===== config.mk =====
export PLATFORM = sky130hd
export DESIGN_NAME = charger_telemetry_irq_masks
export DESIGN_NICKNAME = d
export VERILOG_FILES = /design/src/charger_telemetry_pkg.sv /design/src/charger_telemetry_irq_masks.sv
export SDC_FILE = /design/constraint.sdc
export NUM_CORES = 1
export LEC_CHECK = 0
export BUFFER_PORTS_ARGS = -buffer_cell sky130_fd_sc_hd__clkbuf_2
export CAP_MARGIN = 10
export CORE_MARGIN = 5
export CORE_UTILIZATION = 50
export CTS_CLUSTER_DIAMETER = 60
export CTS_CLUSTER_SIZE = 8
export DETAILED_ROUTE_END_ITERATION = 10
export PLACE_DENSITY = 0.75
export SYNTH_ARGS = -nofsm -noshare
export SYNTH_HDL_FRONTEND = slang
export SYNTH_SLANG_ARGS = --single-unit

===== constraint.sdc =====
create_clock -name core_clk -period 1.4 [get_ports core_clk]
set_input_delay 0.28 -clock core_clk [delete_from_list [all_inputs] [get_ports core_clk]]
set_output_delay 0.28 -clock core_clk [all_outputs]
set_load 0.05 [all_outputs]

===== src/charger_telemetry_pkg.sv =====
package charger_telemetry_pkg;

  // Register byte offsets, 16-bit values keep their low byte at the base
  localparam logic [7:0] ADDR_BRIDGE_POWER = 8'h56;
  localparam logic [7:0] ADDR_FIELD_POWER  = 8'h58;
  localparam logic [7:0] ADDR_RX_POWER     = 8'h5A;
  localparam logic [7:0] ADDR_BATTERY      = 8'h5C;
  localparam logic [7:0] ADDR_INDICATOR    = 8'h5D;
  localparam logic [7:0] ADDR_FAULT_WORD   = 8'h5E;
  localparam logic [7:0] ADDR_SUMMARY_EN   = 8'h78;
  localparam logic [7:0] ADDR_RX_EVENT_EN  = 8'h79;
  localparam logic [7:0] ADDR_FAULT_EN     = 8'h7A;
  localparam logic [7:0] ADDR_DIAG_EN      = 8'h7B;
  localparam logic [7:0] ADDR_IRQ_STATUS   = 8'h7C;

  // Writable bits; reserved bits stay zero
  localparam logic [7:0] WMASK_SUMMARY_EN  = 8'h3E;
  localparam logic [7:0] WMASK_RX_EVENT_EN = 8'h3F;
  localparam logic [7:0] WMASK_FAULT_EN    = 8'h03;
  localparam logic [7:0] WMASK_DIAG_EN     = 8'h03;

  // Reset values
  localparam logic [15:0] RESET_WORD = 16'h0000;
  localparam logic [7:0]  RESET_BYTE = 8'h00;

  // Event bit positions, shared by enable and sticky status
  localparam int EVT_SEND_OK     = 5;
  localparam int EVT_API_SEND_OK = 4;
  localparam int EVT_DIAG        = 3;
  localparam int EVT_FAULT       = 2;
  localparam int EVT_RX          = 1;

  // Power unit in milliwatts per count
  localparam int POWER_UNIT_MW = 10;

  // Indicator codes
  localparam logic [3:0] IND_STANDBY     = 4'h0;
  localparam logic [3:0] IND_TRANSFER    = 4'h1;
  localparam logic [3:0] IND_BATT_FULL   = 4'h2;
  localparam logic [3:0] IND_END_OK      = 4'h3;
  localparam logic [3:0] IND_RX_ERROR    = 4'h4;
  localparam logic [3:0] IND_TX_ERROR    = 4'h5;
  localparam logic [3:0] IND_FOREIGN_OBJ = 4'h6;

  // Fault codes
  localparam logic [7:0] FAULT_NONE         = 8'h00;
  localparam logic [7:0] FAULT_RESOURCES    = 8'h01;
  localparam logic [7:0] FAULT_PKT_TIMING   = 8'h02;
  localparam logic [7:0] FAULT_PKT_SEQUENCE = 8'h03;
  localparam logic [7:0] FAULT_FOREIGN_OBJ  = 8'h05;
  localparam logic [7:0] FAULT_LIMIT        = 8'h06;
  localparam logic [7:0] FAULT_END_POWER    = 8'h08;

  // Fault parameter reasons
  localparam logic [7:0] REASON_CHARGE_DONE = 8'h01;
  localparam logic [7:0] REASON_OVER_TEMP   = 8'h03;
  localparam logic [7:0] REASON_OVER_VOLT   = 8'h04;
  localparam logic [7:0] REASON_OVER_CURR   = 8'h05;
  localparam logic [7:0] REASON_NO_RESPONSE = 8'h08;
  localparam logic [7:0] REASON_BATT_FULL   = 8'h10;
  localparam logic [7:0] REASON_NO_LOAD     = 8'h11;
  localparam logic [7:0] REASON_COMM_ERROR  = 8'h1B;

  // Values from the measurement logic, each with a load pulse
  typedef struct packed {
    logic [15:0] bridgePower;
    logic        bridgeValid;
    logic [15:0] fieldPower;
    logic        fieldValid;
    logic [15:0] rxPower;
    logic        rxValid;
    logic [7:0]  battery;
    logic        batteryValid;
    logic [3:0]  indicator;
    logic        indicatorValid;
    logic [7:0]  faultCode;
    logic [7:0]  faultParameter;
    logic        faultValid;
  } telemetry_s;

  // Levels from the status registers held elsewhere
  typedef struct packed {
    logic       sendOk;
    logic       apiSendOk;
    logic [5:0] rxGroup;
    logic [1:0] faultGroup;
    logic [1:0] diagGroup;
  } status_s;

endpackage : charger_telemetry_pkg


===== src/charger_telemetry_irq_masks.sv =====
`timescale 1ns/1ps
`default_nettype none

module charger_telemetry_irq_masks (
  input  wire logic                             core_clk,
  input  wire logic                             rst_n,
  input  wire logic [7:0]                       regAddr,
  input  wire logic [7:0]                       regWrData,
  input  wire logic                             regWrite,
  input  wire logic                             regRead,
  output logic [7:0]                            regRdData,
  input  wire charger_telemetry_pkg::telemetry_s telemetry,
  input  wire charger_telemetry_pkg::status_s    statusIn,
  output logic [3:1]                            summaryFlags,
  output logic                                  hostIrq
);

  // Telemetry holding registers
  logic [15:0] bridgeInputPower;      // 10 mW units
  logic [15:0] fieldPowerEstimate;    // 10 mW units
  logic [15:0] receiverReportedPower; // As reported by receiver
  logic [7:0]  receiverBatteryPercent;
  logic [3:0]  indicatorCode;         // Upper nibble reads zero
  logic [7:0]  faultCode;
  logic [7:0]  faultParameter;

  // Software enables and sticky status
  logic [7:0]  summaryIrqEnable;
  logic [7:0]  receiverEventEnable;
  logic [7:0]  faultEventEnable;
  logic [7:0]  diagEventEnable;
  logic [7:0]  irqStatus;

  // Edge history
  logic        prevSendOk;
  logic        prevApiSendOk;

  // Next values
  logic [3:1]  next_summaryFlags;
  logic [7:0]  next_irqStatus;
  logic [7:0]  next_rdData;

  // Decode
  // Strobes are trusted to be one cycle wide; there is no bus error
  wire         wrSummaryEn = regWrite && (regAddr == charger_telemetry_pkg::ADDR_SUMMARY_EN);
  wire         wrRxEn      = regWrite && (regAddr == charger_telemetry_pkg::ADDR_RX_EVENT_EN);
  wire         wrFaultEn   = regWrite && (regAddr == charger_telemetry_pkg::ADDR_FAULT_EN);
  wire         wrDiagEn    = regWrite && (regAddr == charger_telemetry_pkg::ADDR_DIAG_EN);
  wire         wrIrqStatus = regWrite && (regAddr == charger_telemetry_pkg::ADDR_IRQ_STATUS);
  wire [7:0]   clearBits   = wrIrqStatus ? regWrData : 8'h00;

  // Group gating into summary flags
  assign next_summaryFlags[1] = |(statusIn.rxGroup & receiverEventEnable[5:0]);
  assign next_summaryFlags[2] = |(statusIn.faultGroup & faultEventEnable[1:0]);
  assign next_summaryFlags[3] = |(statusIn.diagGroup & diagEventEnable[1:0]);

  // Rising edges, one pulse each
  // A level already high at reset release counts as a rise
  wire         riseSendOk    = statusIn.sendOk && !prevSendOk;
  wire         riseApiSendOk = statusIn.apiSendOk && !prevApiSendOk;
  wire [3:1]   riseSummary   = next_summaryFlags & ~summaryFlags;
  wire [7:0]   events        = {2'b00, riseSendOk, riseApiSendOk, riseSummary, 1'b0};

  // Set wins over a clear in the same cycle
  // Zero bits in a clear write leave status untouched
  assign next_irqStatus = (irqStatus & ~clearBits) | events;

  // Read selection; unmapped offsets read zero
  // Bytes are not snapshotted, so software must allow for tearing
  assign next_rdData =
    (regAddr == charger_telemetry_pkg::ADDR_BRIDGE_POWER)      ? bridgeInputPower[7:0] :
    (regAddr == charger_telemetry_pkg::ADDR_BRIDGE_POWER + 8'h01) ? bridgeInputPower[15:8] :
    (regAddr == charger_telemetry_pkg::ADDR_FIELD_POWER)       ? fieldPowerEstimate[7:0] :
    (regAddr == charger_telemetry_pkg::ADDR_FIELD_POWER + 8'h01)  ? fieldPowerEstimate[15:8] :
    (regAddr == charger_telemetry_pkg::ADDR_RX_POWER)          ? receiverReportedPower[7:0] :
    (regAddr == charger_telemetry_pkg::ADDR_RX_POWER + 8'h01)     ? receiverReportedPower[15:8] :
    (regAddr == charger_telemetry_pkg::ADDR_BATTERY)           ? receiverBatteryPercent :
    (regAddr == charger_telemetry_pkg::ADDR_INDICATOR)         ? {4'h0, indicatorCode} :
    (regAddr == charger_telemetry_pkg::ADDR_FAULT_WORD)        ? faultCode :
    (regAddr == charger_telemetry_pkg::ADDR_FAULT_WORD + 8'h01)   ? faultParameter :
    (regAddr == charger_telemetry_pkg::ADDR_SUMMARY_EN)        ? summaryIrqEnable :
    (regAddr == charger_telemetry_pkg::ADDR_RX_EVENT_EN)       ? receiverEventEnable :
    (regAddr == charger_telemetry_pkg::ADDR_FAULT_EN)          ? faultEventEnable :
    (regAddr == charger_telemetry_pkg::ADDR_DIAG_EN)           ? diagEventEnable :
    (regAddr == charger_telemetry_pkg::ADDR_IRQ_STATUS)        ? irqStatus :
    8'h00;

  // Power values load on their pulses; no tear guard across bytes
  // No filtering here: the measurement side owns any averaging
  always_ff @(posedge core_clk or negedge rst_n) begin
    if (!rst_n) begin
      bridgeInputPower      <= charger_telemetry_pkg::RESET_WORD;
      fieldPowerEstimate    <= charger_telemetry_pkg::RESET_WORD;
      receiverReportedPower <= charger_telemetry_pkg::RESET_WORD;
    end else begin
      if (telemetry.bridgeValid) begin
        bridgeInputPower <= telemetry.bridgePower;
      end
      if (telemetry.fieldValid) begin
        fieldPowerEstimate <= telemetry.fieldPower;
      end
      if (telemetry.rxValid) begin
        receiverReportedPower <= telemetry.rxPower;
      end
    end
  end

  // Battery, indicator and fault word
  // Reserved codes are stored as supplied, never filtered
  always_ff @(posedge core_clk or negedge rst_n) begin
    if (!rst_n) begin
      receiverBatteryPercent <= charger_telemetry_pkg::RESET_BYTE;
      indicatorCode          <= charger_telemetry_pkg::IND_STANDBY;
      faultCode              <= charger_telemetry_pkg::FAULT_NONE;
      faultParameter         <= charger_telemetry_pkg::RESET_BYTE;
    end else begin
      if (telemetry.batteryValid) begin
        receiverBatteryPercent <= telemetry.battery;
      end
      if (telemetry.indicatorValid) begin
        indicatorCode <= telemetry.indicator;
      end
      // Code and parameter always move together
      if (telemetry.faultValid) begin
        faultCode      <= telemetry.faultCode;
        faultParameter <= telemetry.faultParameter;
      end
    end
  end

  // Enable registers; reserved bits never store
  // Masking at the write keeps the read path a plain mux
  always_ff @(posedge core_clk or negedge rst_n) begin
    if (!rst_n) begin
      summaryIrqEnable    <= charger_telemetry_pkg::RESET_BYTE;
      receiverEventEnable <= charger_telemetry_pkg::RESET_BYTE;
      faultEventEnable    <= charger_telemetry_pkg::RESET_BYTE;
      diagEventEnable     <= charger_telemetry_pkg::RESET_BYTE;
    end else begin
      if (wrSummaryEn) begin
        summaryIrqEnable <= regWrData & charger_telemetry_pkg::WMASK_SUMMARY_EN;
      end
      if (wrRxEn) begin
        receiverEventEnable <= regWrData & charger_telemetry_pkg::WMASK_RX_EVENT_EN;
      end
      if (wrFaultEn) begin
        faultEventEnable <= regWrData & charger_telemetry_pkg::WMASK_FAULT_EN;
      end
      if (wrDiagEn) begin
        diagEventEnable <= regWrData & charger_telemetry_pkg::WMASK_DIAG_EN;
      end
    end
  end

  // Event history, sticky status, interrupt and read data
  always_ff @(posedge core_clk or negedge rst_n) begin
    if (!rst_n) begin
      prevSendOk    <= 1'b0;
      prevApiSendOk <= 1'b0;
      summaryFlags  <= 3'h0;
      irqStatus     <= charger_telemetry_pkg::RESET_BYTE;
      hostIrq       <= 1'b0;
      regRdData     <= charger_telemetry_pkg::RESET_BYTE;
    end else begin
      prevSendOk    <= statusIn.sendOk;
      prevApiSendOk <= statusIn.apiSendOk;
      summaryFlags  <= next_summaryFlags;
      irqStatus     <= next_irqStatus;
      // Status always records; only enabled bits raise the line
      // An enable write reaches the line one cycle after it lands
      hostIrq       <= |(next_irqStatus & summaryIrqEnable);
      // Data stand only in the cycle after the read strobe
      regRdData     <= regRead ? next_rdData : 8'h00;
    end
  end

  // Checks
  a_field_power_read: assert property (
    @(posedge core_clk) disable iff (!rst_n)
    regRead && regAddr == charger_telemetry_pkg::ADDR_FIELD_POWER
    |=> regRdData == $past(fieldPowerEstimate[7:0]))
    else $error("field power low byte read wrong");

  a_bridge_power_hold: assert property (
    @(posedge core_clk) disable iff (!rst_n)
    telemetry.bridgeValid |=> bridgeInputPower == $past(telemetry.bridgePower))
    else $error("bridge power not loaded");

  a_rx_power_read: assert property (
    @(posedge core_clk) disable iff (!rst_n)
    telemetry.rxValid ##1 (regRead && regAddr == charger_telemetry_pkg::ADDR_RX_POWER + 8'h01
      && !telemetry.rxValid)
    |=> regRdData == $past(telemetry.rxPower[15:8], 2))
    else $error("receiver power high byte wrong");

  a_battery_keep: assert property (
    @(posedge core_clk) disable iff (!rst_n)
    !telemetry.batteryValid |=> $stable(receiverBatteryPercent))
    else $error("battery percent changed without load");

  a_indicator_upper: assert property (
    @(posedge core_clk) disable iff (!rst_n)
    regRead && regAddr == charger_telemetry_pkg::ADDR_INDICATOR
    |=> regRdData[7:4] == 4'h0 && regRdData[3:0] == $past(indicatorCode))
    else $error("indicator read wrong");

  a_fault_pair: assert property (
    @(posedge core_clk) disable iff (!rst_n)
    telemetry.faultValid |=> {faultParameter, faultCode}
      == $past({telemetry.faultParameter, telemetry.faultCode}))
    else $error("fault word not loaded as a pair");

  a_send_ok_irq: assert property (
    @(posedge core_clk) disable iff (!rst_n)
    statusIn.sendOk && !prevSendOk && summaryIrqEnable[charger_telemetry_pkg::EVT_SEND_OK]
    |=> hostIrq)
    else $error("send-ok rise did not interrupt");

  a_api_irq_masked: assert property (
    @(posedge core_clk) disable iff (!rst_n)
    summaryIrqEnable == 8'h10 && !irqStatus[charger_telemetry_pkg::EVT_API_SEND_OK]
      && !riseApiSendOk ##1 summaryIrqEnable == 8'h10
    |-> !hostIrq)
    else $error("interrupt without enabled event");

  a_group_irq: assert property (
    @(posedge core_clk) disable iff (!rst_n)
    riseSummary[2] && summaryIrqEnable[charger_telemetry_pkg::EVT_FAULT]
    |=> irqStatus[charger_telemetry_pkg::EVT_FAULT] && hostIrq)
    else $error("summary rise did not interrupt");

  a_rx_gate: assert property (
    @(posedge core_clk) disable iff (!rst_n)
    (statusIn.rxGroup & receiverEventEnable[5:0]) == 6'h00 |=> !summaryFlags[1])
    else $error("receiver summary set while gated off");

  a_fault_gate: assert property (
    @(posedge core_clk) disable iff (!rst_n)
    |(statusIn.faultGroup & faultEventEnable[1:0]) |=> summaryFlags[2])
    else $error("fault summary not set");

  a_diag_gate: assert property (
    @(posedge core_clk) disable iff (!rst_n)
    |(statusIn.diagGroup & diagEventEnable[1:0]) |=> summaryFlags[3])
    else $error("diag summary not set");

  a_set_beats_clear: assert property (
    @(posedge core_clk) disable iff (!rst_n)
    wrIrqStatus && riseSendOk |=> irqStatus[charger_telemetry_pkg::EVT_SEND_OK])
    else $error("event lost on clear");

  // Reserved summary enable bits never hold a one
  a_summary_en_rsvd: assert property (
    @(posedge core_clk) disable iff (!rst_n)
    (summaryIrqEnable & ~charger_telemetry_pkg::WMASK_SUMMARY_EN) == 8'h00)
    else $error("reserved enable bit stored");

  a_api_send_ok_irq: assert property (
    @(posedge core_clk) disable iff (!rst_n)
    riseApiSendOk && summaryIrqEnable[charger_telemetry_pkg::EVT_API_SEND_OK] |=> hostIrq)
    else $error("api send-ok rise did not interrupt");

  a_fault_gate_off: assert property (
    @(posedge core_clk) disable iff (!rst_n)
    (statusIn.faultGroup & faultEventEnable[1:0]) == 2'b00 |=> !summaryFlags[2])
    else $error("fault summary set while gated off");

  a_diag_gate_off: assert property (
    @(posedge core_clk) disable iff (!rst_n)
    (statusIn.diagGroup & diagEventEnable[1:0]) == 2'b00 |=> !summaryFlags[3])
    else $error("diag summary set while gated off");

  a_irq_needs_status: assert property (
    @(posedge core_clk) disable iff (!rst_n)
    hostIrq |-> irqStatus != 8'h00)
    else $error("interrupt with empty status");

  a_clear_drops_irq: assert property (
    @(posedge core_clk) disable iff (!rst_n)
    wrIrqStatus && regWrData == 8'hFF && events == 8'h00 |=> !hostIrq)
    else $error("full clear left interrupt high");

  // Main scenarios worth seeing at least once
  c_api_send_ok_irq: cover property (@(posedge core_clk) disable iff (!rst_n)
    riseApiSendOk ##1 hostIrq);
  c_send_ok_irq: cover property (@(posedge core_clk) disable iff (!rst_n)
    riseSendOk ##1 hostIrq);
  c_irq_cleared: cover property (@(posedge core_clk) disable iff (!rst_n)
    hostIrq ##1 wrIrqStatus ##1 !hostIrq);
  c_foreign_fault: cover property (@(posedge core_clk) disable iff (!rst_n)
    telemetry.faultValid && telemetry.faultCode == charger_telemetry_pkg::FAULT_FOREIGN_OBJ);
  c_rx_summary: cover property (@(posedge core_clk) disable iff (!rst_n)
    riseSummary[1] ##1 hostIrq);

endmodule : charger_telemetry_irq_masks

`default_nettype wire


==> results of run 1 <==
-- routing by layer --
layer	vias up	part of all wire [%]	global-route usage, %
li1	2308	-	-
met1	2524	38	35.88
met2	308	50	48.07
met3	55	7.8	7.211
met4	0	3.8	13.85
met5	-	0	0
-- cell usage after synthesis (all sizes together) (3+ instances only) --
library cell	count	share of area (%)
a21oi	23	2.1
mux2	91	18
nand4bb	3	0.61
a32oi	4	0.63
o22ai	3	0.34
o21ai	19	1.7
nor2	12	0.81
nand2	26	1.8
a21boi	4	0.54
o211ai	7	0.95
nand3	13	1.3
o32ai	5	0.92
nand4	13	1.5
and3	4	0.45
inv	11	0.74
clkbuf	14	0.95
a22o	7	1.1
a31oi	3	0.34
nor3	7	0.63
a22oi	5	0.68
nor2b	3	0.34
a311oi	4	0.63
mux2i	10	1.8
o221ai	3	0.47
nand2b	3	0.34
and4b	3	0.56
a211oi	6	0.81
buf	19	2.1
dfrtp	113	51
-- cells by family (layout without fill, tap and decap cells) --
kind of cell	Yosys count	count (layout)	synth area share, %
buf+inv	44	321	3.764
mux	101	101	20.26
flops	113	113	50.94
compound gates	109	109	14.00
simple gates	103	103	11.04
-- power by group --
part / total [mW] / internal (mW) / switching, mW
Combinational: 1.38 / 0.762 / 0.621
Sequential: 3.81 / 3.56 / 0.243
Clock: 3.94 / 2.51 / 1.43
-- repair_timing --
item	CTS	global route
pin swaps	1	9
buffers inserted	3	0
hold buffers	83	0
resized for setup	25	19
endpoints found under the hold margin	197	0
gates cloned	0	0
setup endpoints to repair	15	12
-- through the flow --
step	worst slack (ns)	cell area [um^2]	hold WS, ns
detailed placement	-0.5352	6768	0.3283
finish	-0.0009102	8332	0.03062
CTS	-0.03503	8273	0.001545
floorplan	-0.2481	5609	-0.01559
global route	-0.06137	8332	0.01409
global placement	-0.5276	6768	0.3214
-- area by class of cell --
class | instances | area (um^2)
sequential | 113 | 2828
multi-input combinational | 313 | 2581
fill | 670 | 2509
timing repair buffer | 279 | 2167
clock buffer | 25 | 484.2
tap | 140 | 175.2
clock inverter | 6 | 55.05
inverter | 11 | 41.29
-- final timing paths --
path                       slack, ns                endpoint                    from  cells after the start
min                             0.03  receiverEventEnable[4]            regWrData[4]                      2
max                          -0.0009            regRdData[5]              regAddr[0]                      7
min reg2reg                     0.49            irqStatus[4]           prevApiSendOk                      1
min in group asynchronous       0.31            faultCode[6]                   rst_n                      3
max in group asynchronous       0.62         summaryFlags[3]                   rst_n                      3
max reg2reg                     0.02            regRdData[4]  receiverEventEnable[4]                      5
-- registers in the layout, summed over array words and instances (netlist names), 8 cells and up --
name,cells
bridgeInputPower,16
faultCode,8
regRdData,8
faultParameter,8
receiverReportedPower,16
receiverBatteryPercent,8
irqStatus,8
fieldPowerEstimate,16
-- critical path: stages --
cell,delay [ns]
clkbuf_2,0.11
buf_12,0.16
nand4bb_1,0.39
nor2_2,0.30
a221o_1,0.22
a211oi_1,0.05
a211oi_1,0.29
==> flow_metrics.tcl, run 1 <==
set metrics [dict create \
    tritoncts "yes" \
    clk_pin_slew_ns 0.05 \
    clk_latency_ns 0.53 \
    initial_core_util_pct 51.21 \
    hold_class "input pin to flop" \
    die_area_um2 13310 \
    rows 38 \
    powerDensity_nw_per_um2 1096 \
    maxCapViolCount 0 \
    peakVddDrop_v 0.001009 \
    synthArstFlopShare_pct 100.0 \
    grt_usage_pct 29.11 \
    synth_edf_count 0 \
    layout-drive-gt1-share_pct 45.52 \
    post-route-util_pct 76.86 \
    min_period_ns 1.401 \
    rsz0062_at_grt "yes" \
    max_freq_ghz 0.7138 \
    wirelength_um 18460 \
    ant_nets 0 \
    synth.distinct_cells 62 \
    violations "setup timing" \
    grt_max_degree 72 \
    dp_cells 770 \
    cts.path.max_buffers 2 \
    io_pins 126 \
    clock-sinks 113 \
    post_drt_wl_per_cell_um 20.81 \
    cp.required_ns 1.82 \
    htreeDepth 4 \
    finalCritPeriodShare_pct 100.1 \
    synth_ff_type "dfrtp_1" \
    fin_tns_setup_ns -0.0009102 \
    die_h_um 115.4 \
    setup_viol 1 \
    clock-root-buffer "clkbuf_8" \
    firstDrtPassIters 5 \
    core_area_um2 10840 \
    worstPathMaxFanout 17 \
    synthCells 470 \
    ys_seq_area_share_pct 50.94 \
    worst-setup-path-type "input pin to flop" \
    vias_per_cell 5.857 \
    die_w_um 115.4 \
    nets 849 \
    cts_made_buffers 17 \
    synth_fp_nets 584 \
    areaGrowthSynthToFinish_pct 50.08 \
    status "finished, violations left" \
    portBuffers 125 \
    ys_warn_count 0 \
    overflow 0 \
    drc 0 \
    critical_path_arrival_ns 1.82 \
    grt_pass1_vias 5554 \
    worstMarginPinSlew_ns 0.5407 \
    drt_iter0_markers 497 \
    layout_commonest_cell "dfrtp_1" \
    p_leak_nw 3.792 \
    skew_ns 0.008826 \
    start_kind "input pin" \
    grt_first_pass_wirelength_um 29060 \
    relSlewSlack_pct 63.96 \
    fin_ws_ns -0.0009102 \
    syn-cell-area_um2 5552 \
    dpl.hpwl_um 12450 \
    ys_ff_latch 113 \
    final_cell_mix "113 x dfrtp_1, 112 x clkbuf_2, 91 x mux2_2, 83 x dlygate4sd3_1, 67 x buf_4" \
    stdcell_count 887 \
    syn_area_per_cell_um2 11.81 \
    cp-end-kind "flop" \
    antenna_cells 0 \
    vias 5195 \
    slew_violations 0 \
    final_hold_viol_count 0 \
    gp_congestion 0.9266 \
    antenna_found_initial 0 \
    finalPower_mw 9.132 \
]
Power figures use the tool's default switching activity.
==> inputs of run 2 (changes only) <==
--- a/config.mk
+++ b/config.mk
@@ -13,6 +13,8 @@
 export CTS_CLUSTER_SIZE = 8
 export DETAILED_ROUTE_END_ITERATION = 10
 export PLACE_DENSITY = 0.75
+export RECOVER_POWER = 100
+export SKIP_LAST_GASP = 1
 export SYNTH_ARGS = -nofsm -noshare
 export SYNTH_HDL_FRONTEND = slang
 export SYNTH_SLANG_ARGS = --single-unit
==> flow_metrics.tcl, run 2 (same netlist as run 1, synthesis figures left out) <==
set metrics [dict create \
    crit_slowest_cell "nand4bb_1" \
    grt_usage_pct 29.11 \
    die_area_um2 13310 \
    p_leak_nw 3.768 \
    drt_iter0_markers 420 \
    die_h_um 115.4 \
    setup_viol 1 \
    grt_first_pass_wirelength_um 29060 \
    r2r-start "receiverEventEnable[4]" \
    stdcell_count 887 \
    layout_commonest_cell "dfrtp_1" \
    cp_top_family "simple AND/OR/NAND/NOR gates" \
    dp_cells 770 \
    drc 0 \
    multi_input_area_um2 2576 \
    r2r_end "regRdData[4]" \
    worst-setup-path-type "input pin to flop" \
    r2r_slack_ns 0.02 \
    finalPower_mw 9.119 \
    dpl.hpwl_um 12450 \
    worstPathMaxFanout 17 \
    wirelength_um 18400 \
    post-route-util_pct 76.55 \
    finalCritPeriodShare_pct 100.8 \
    layout-drive-gt1-share_pct 44.44 \
    start_kind "input pin" \
    nets 849 \
    initial_core_util_pct 51.21 \
    seqCellArea_um2 2828 \
    antenna_cells 0 \
    maxCapViolCount 0 \
    areaGrowthSynthToFinish_pct 49.47 \
    peakVddDrop_v 0.001006 \
    clk_latency_ns 0.53 \
    worstMarginPinSlew_ns 0.9719 \
    rsz0062_at_grt "yes" \
    antenna_found_initial 0 \
    final_cell_mix "113 x dfrtp_1, 110 x clkbuf_2, 89 x mux2_2, 83 x dlygate4sd3_1, 61 x buf_4" \
    holdPathStages 2 \
    htreeDepth 4 \
    whs_endpoint "summaryIrqEnable[4]" \
    worst_path_most_repeated_cell "a211oi_1" \
    overflow 0 \
    final_hold_viol_count 0 \
    fin_ws_ns -0.01150 \
    rows 38 \
    hold_class "input pin to flop" \
    grt_max_degree 72 \
    num-fill-cells 680 \
    status "finished, violations left" \
    min_period_ns 1.412 \
    crit_buf_inv 2 \
    max_stage_delay_ns 0.40 \
    startpoint "regAddr[0]" \
    clock-sinks 113 \
    vias_per_cell 5.855 \
    violations "setup timing" \
    cts.path.max_buffers 2 \
    cp-end-kind "flop" \
    ant_nets 0 \
    tritoncts "yes" \
    io_pins 126 \
    gp_congestion 0.9266 \
    clock-root-buffer "clkbuf_8" \
    powerDensity_nw_per_um2 1099 \
    max_freq_ghz 0.7085 \
    core_area_um2 10840 \
    die_w_um 115.4 \
    slew_violations 0 \
    reg_top3 "bridgeInputPower: 16 flops, fieldPowerEstimate: 16 flops, receiverReportedPower: 16 flops" \
    clk_pin_slew_ns 0.05 \
    post_drt_wl_per_cell_um 20.75 \
    hp-start "regWrData[4]" \
    grt_pass1_vias 5554 \
    cp.required_ns 1.82 \
    critical_path_arrival_ns 1.83 \
    firstDrtPassIters 5 \
    holdWs_ns 0.01967 \
    portBuffers 125 \
    relSlewSlack_pct 35.21 \
    cts_made_buffers 17 \
    path_cells "clkbuf_2, buf_12, nand4bb_1, nor2_2, a221o_1, a211oi_1, a211oi_1" \
    vias 5193 \
    r2r_cells 5 \
    skew_ns 0.008036 \
]
-- run 2: stage by stage --
stage               TNS [ns]  cell area, um^2  setup slack [ns]
floorplan            -0.8429             5609           -0.2481
CTS                 -0.08297             8273          -0.03503
global route          -2.480             8298          -0.06137
finish              -0.01150             8298          -0.01150
global placement      -7.502             6768           -0.5276
detailed placement    -8.884             6768           -0.5352
-- run 2: what timing repair did --
item,CTS,global route
buffers inserted,3,0
hold endpoints to repair,197,0
resized for setup,25,19
hold buffers,83,0
pin swaps,1,9
endpoints found under the setup margin,15,12
-- run 2: worst max path at each step --
stage / to / slack [ns] / cells past startpoint
floorplan: regRdData[4] / -0.25 / 7
CTS: regRdData[4] / -0.04 / 1
global route: regRdData[5] / -0.06 / 7
detailed placement: regRdData[5] / -0.54 / 7
global placement: regRdData[5] / -0.53 / 7
finish: regRdData[5] / -0.01 / 7
-- run 2: metal layers --
layer / GRT usage, % / share of wire, %
met1: 35.88 / 39
met2: 48.07 / 50
met3: 7.211 / 7.7
met4: 13.85 / 3.9
met5: 0 / 0
-- run 2: where the power goes --
group	total, mW	switching, mW	internal, mW	leakage [nW]
logic	1.37	0.619	0.749	2.12
registers	3.81	0.241	3.56	1.37
clock network	3.94	1.43	2.51	0.272
-- run 2: cell type report --
type / instances / share of cell area [%]
clock buffers: 25 / 5.835
well taps: 140 / 2.111
repair buffers: 279 / 25.77
clock inverters: 6 / 0.6634
inverters: 11 / 0.4976
flip-flops and latches: 113 / 34.08
multi-input cells: 313 / 31.05
==> inputs of run 3 (changes only) <==
==> constraint.sdc (replaced) <==
create_clock -name core_clk -period 1.5 [get_ports core_clk]
set_input_delay 0.3 -clock core_clk [delete_from_list [all_inputs] [get_ports core_clk]]
set_output_delay 0.3 -clock core_clk [all_outputs]
set_load 0.05 [all_outputs]
==> flow_metrics.tcl, run 3 (same netlist as run 1, synthesis figures left out) <==
set metrics [dict create \
    gp_congestion 0.9368 \
    tritoncts "yes" \
    vias_per_cell 5.774 \
    nets 830 \
    skew_ns 0.005480 \
    finalCritPeriodShare_pct 97.32 \
    antenna_cells 0 \
    cp_top_family "flip-flops" \
    critical_path_arrival_ns 1.16 \
    path_cells "buf_2" \
    portBuffers 125 \
    drc 0 \
    clk_pin_slew_ns 0.05 \
    hold_class "input pin to flop" \
    max_stage_delay_ns 0.35 \
    post-route-util_pct 73.51 \
    layout-drive-gt1-share_pct 43.82 \
    p_comb_share_pct 14.0 \
    post_drt_wl_per_cell_um 20.41 \
    core_area_um2 10840 \
    firstDrtPassIters 5 \
    p_int_mw 6.259 \
    antenna_found_initial 0 \
    cp.required_ns 1.20 \
    vias 5012 \
    wirelength_um 17720 \
    final_cell_mix "113 x dfrtp_1, 113 x clkbuf_2, 90 x mux2_2, 71 x dlygate4sd3_1, 58 x buf_4" \
    grt_usage_pct 27.91 \
    reg_top3 "bridgeInputPower: 16 flops, fieldPowerEstimate: 16 flops, receiverReportedPower: 16 flops" \
    relSlewSlack_pct 41.25 \
    crit_slowest_cell "dfrtp_1" \
    worstPathMaxFanout 1 \
    drt_iter0_markers 485 \
    initial_core_util_pct 51.21 \
    p_leak_nw 3.638 \
    worstMarginPinSlew_ns 0.8813 \
    fin_tns_setup_ns 0 \
    peakVddDrop_v 0.0008645 \
    die_area_um2 13310 \
    max_freq_ghz 0.6850 \
    seqCellArea_um2 2828 \
    min_period_ns 1.460 \
    switching_share_pct 25.09 \
    die_w_um 115.4 \
    cts_made_buffers 17 \
    num-fill-cells 734 \
    clockPowerShare_pct 43.7 \
    cts.path.max_buffers 2 \
    status "finished clean" \
    crit_buf_inv 1 \
    ant_nets 0 \
    grt_max_degree 66 \
    grt_first_pass_wirelength_um 27830 \
    multi_input_area_um2 2560 \
    clk_latency_ns 0.54 \
    p_sw_mw 2.097 \
    htreeDepth 4 \
    cp-end-kind "output pin" \
    powerDensity_nw_per_um2 1048 \
    maxCapViolCount 0 \
    clock-sinks 113 \
    worst-setup-path-type "flop to output pin" \
    rows 38 \
    overflow 0 \
    dpl.hpwl_um 12460 \
    io_pins 126 \
    start_kind "flop" \
    clock-root-buffer "clkbuf_8" \
    rsz0062_at_grt "yes" \
    setup_viol 0 \
    slew_violations 0 \
    die_h_um 115.4 \
    areaGrowthSynthToFinish_pct 43.54 \
    grt_pass1_vias 5269 \
    seqPwrFrac_pct 42.3 \
    final_hold_viol_count 0 \
]
## run 3: cell count changes in the layout (fill, tap and decap cells not counted), moves of 3 or more
cell	previous run	this run
buf_12	4	1
clkbuf_4	3	6
clkbuf_8	11	8
dlygate4sd3_1	83	71
buf_4	61	58
buf_8	6	0
clkbuf_2	110	113
## run 3: metal layers
layer  up-vias  global-route usage (%)  wire length, um
li1       2286                       -                -
met1      2455                   35.33             7257
met2       232                   45.64             8722
met3        39                   8.474             1312
met4         0                   9.703              425
met5         -                       0                0
## run 3: repair_timing
action / in CTS / in global routing
resized for setup: 3 / 12
setup endpoints to repair: 3 / 8
buffers inserted: 0 / 0
hold buffers: 65 / 6
endpoints found under the hold margin: 177 / 6
pin swaps: 0 / 3
## run 3: area by class of cell
cell class	count	share of cell area [%]
clock buffers	26	6.500
clock inverters	5	0.3140
inverters	11	0.5181
multi-input cells	313	32.12
flip-flops and latches	113	35.48
well taps	140	2.198
repair buffers	260	22.86
## run 3: per-stage QoR
| step | cell area (um^2) | std cells | hold WS [ns] | power, mW | setup WS, ns |
|---|---|---|---|---|---|
| 6_report | 7969 | 868 | 0.01737 | 8.355 | 0.04014 |
| 5_1_grt | 7969 | 868 | 0.0003080 | 8.688 | -0.01018 |
| 3_5_place_dp | 6718 | 766 | 0.3123 | 4.576 | -0.3456 |
| 4_1_cts | 7923 | 862 | 0.0003679 | 8.366 | 0.0006893 |
| 2_1_floorplan | 5588 | 470 | 0.004409 | 4.063 | -0.1681 |
| 3_3_place_gp | 6718 | 766 | 0.3060 | 4.546 | -0.3994 |
## run 3: power groups by stage
| stage | Combinational, mW | Clock, mW | Sequential [mW] |
|---|---|---|---|
| after floorplan | 0.524 | 0 | 3.54 |
| after global placement | 0.981 | 0 | 3.57 |
| after detailed placement | 1.01 | 0 | 3.57 |
| after CTS | 1.16 | 3.68 | 3.53 |
| after global routing | 1.27 | 3.87 | 3.55 |
| final | 1.17 | 3.65 | 3.53 |
## run 3: path summary, 6_finish.rpt
kind	cells past startpoint	start	to	slack, ns
worst max-delay path	1	regRdData[2]	regRdData[2]	0.04
worst min-delay path	2	telemetry[64]	fieldPowerEstimate[15]	0.02
worst max register to register	5	receiverReportedPower[0]	regRdData[0]	0.04
worst min register to register	1	prevApiSendOk	irqStatus[4]	0.48
max in group asynchronous	3	rst_n	bridgeInputPower[6]	0.35
min in group asynchronous	3	rst_n	summaryFlags[3]	0.47
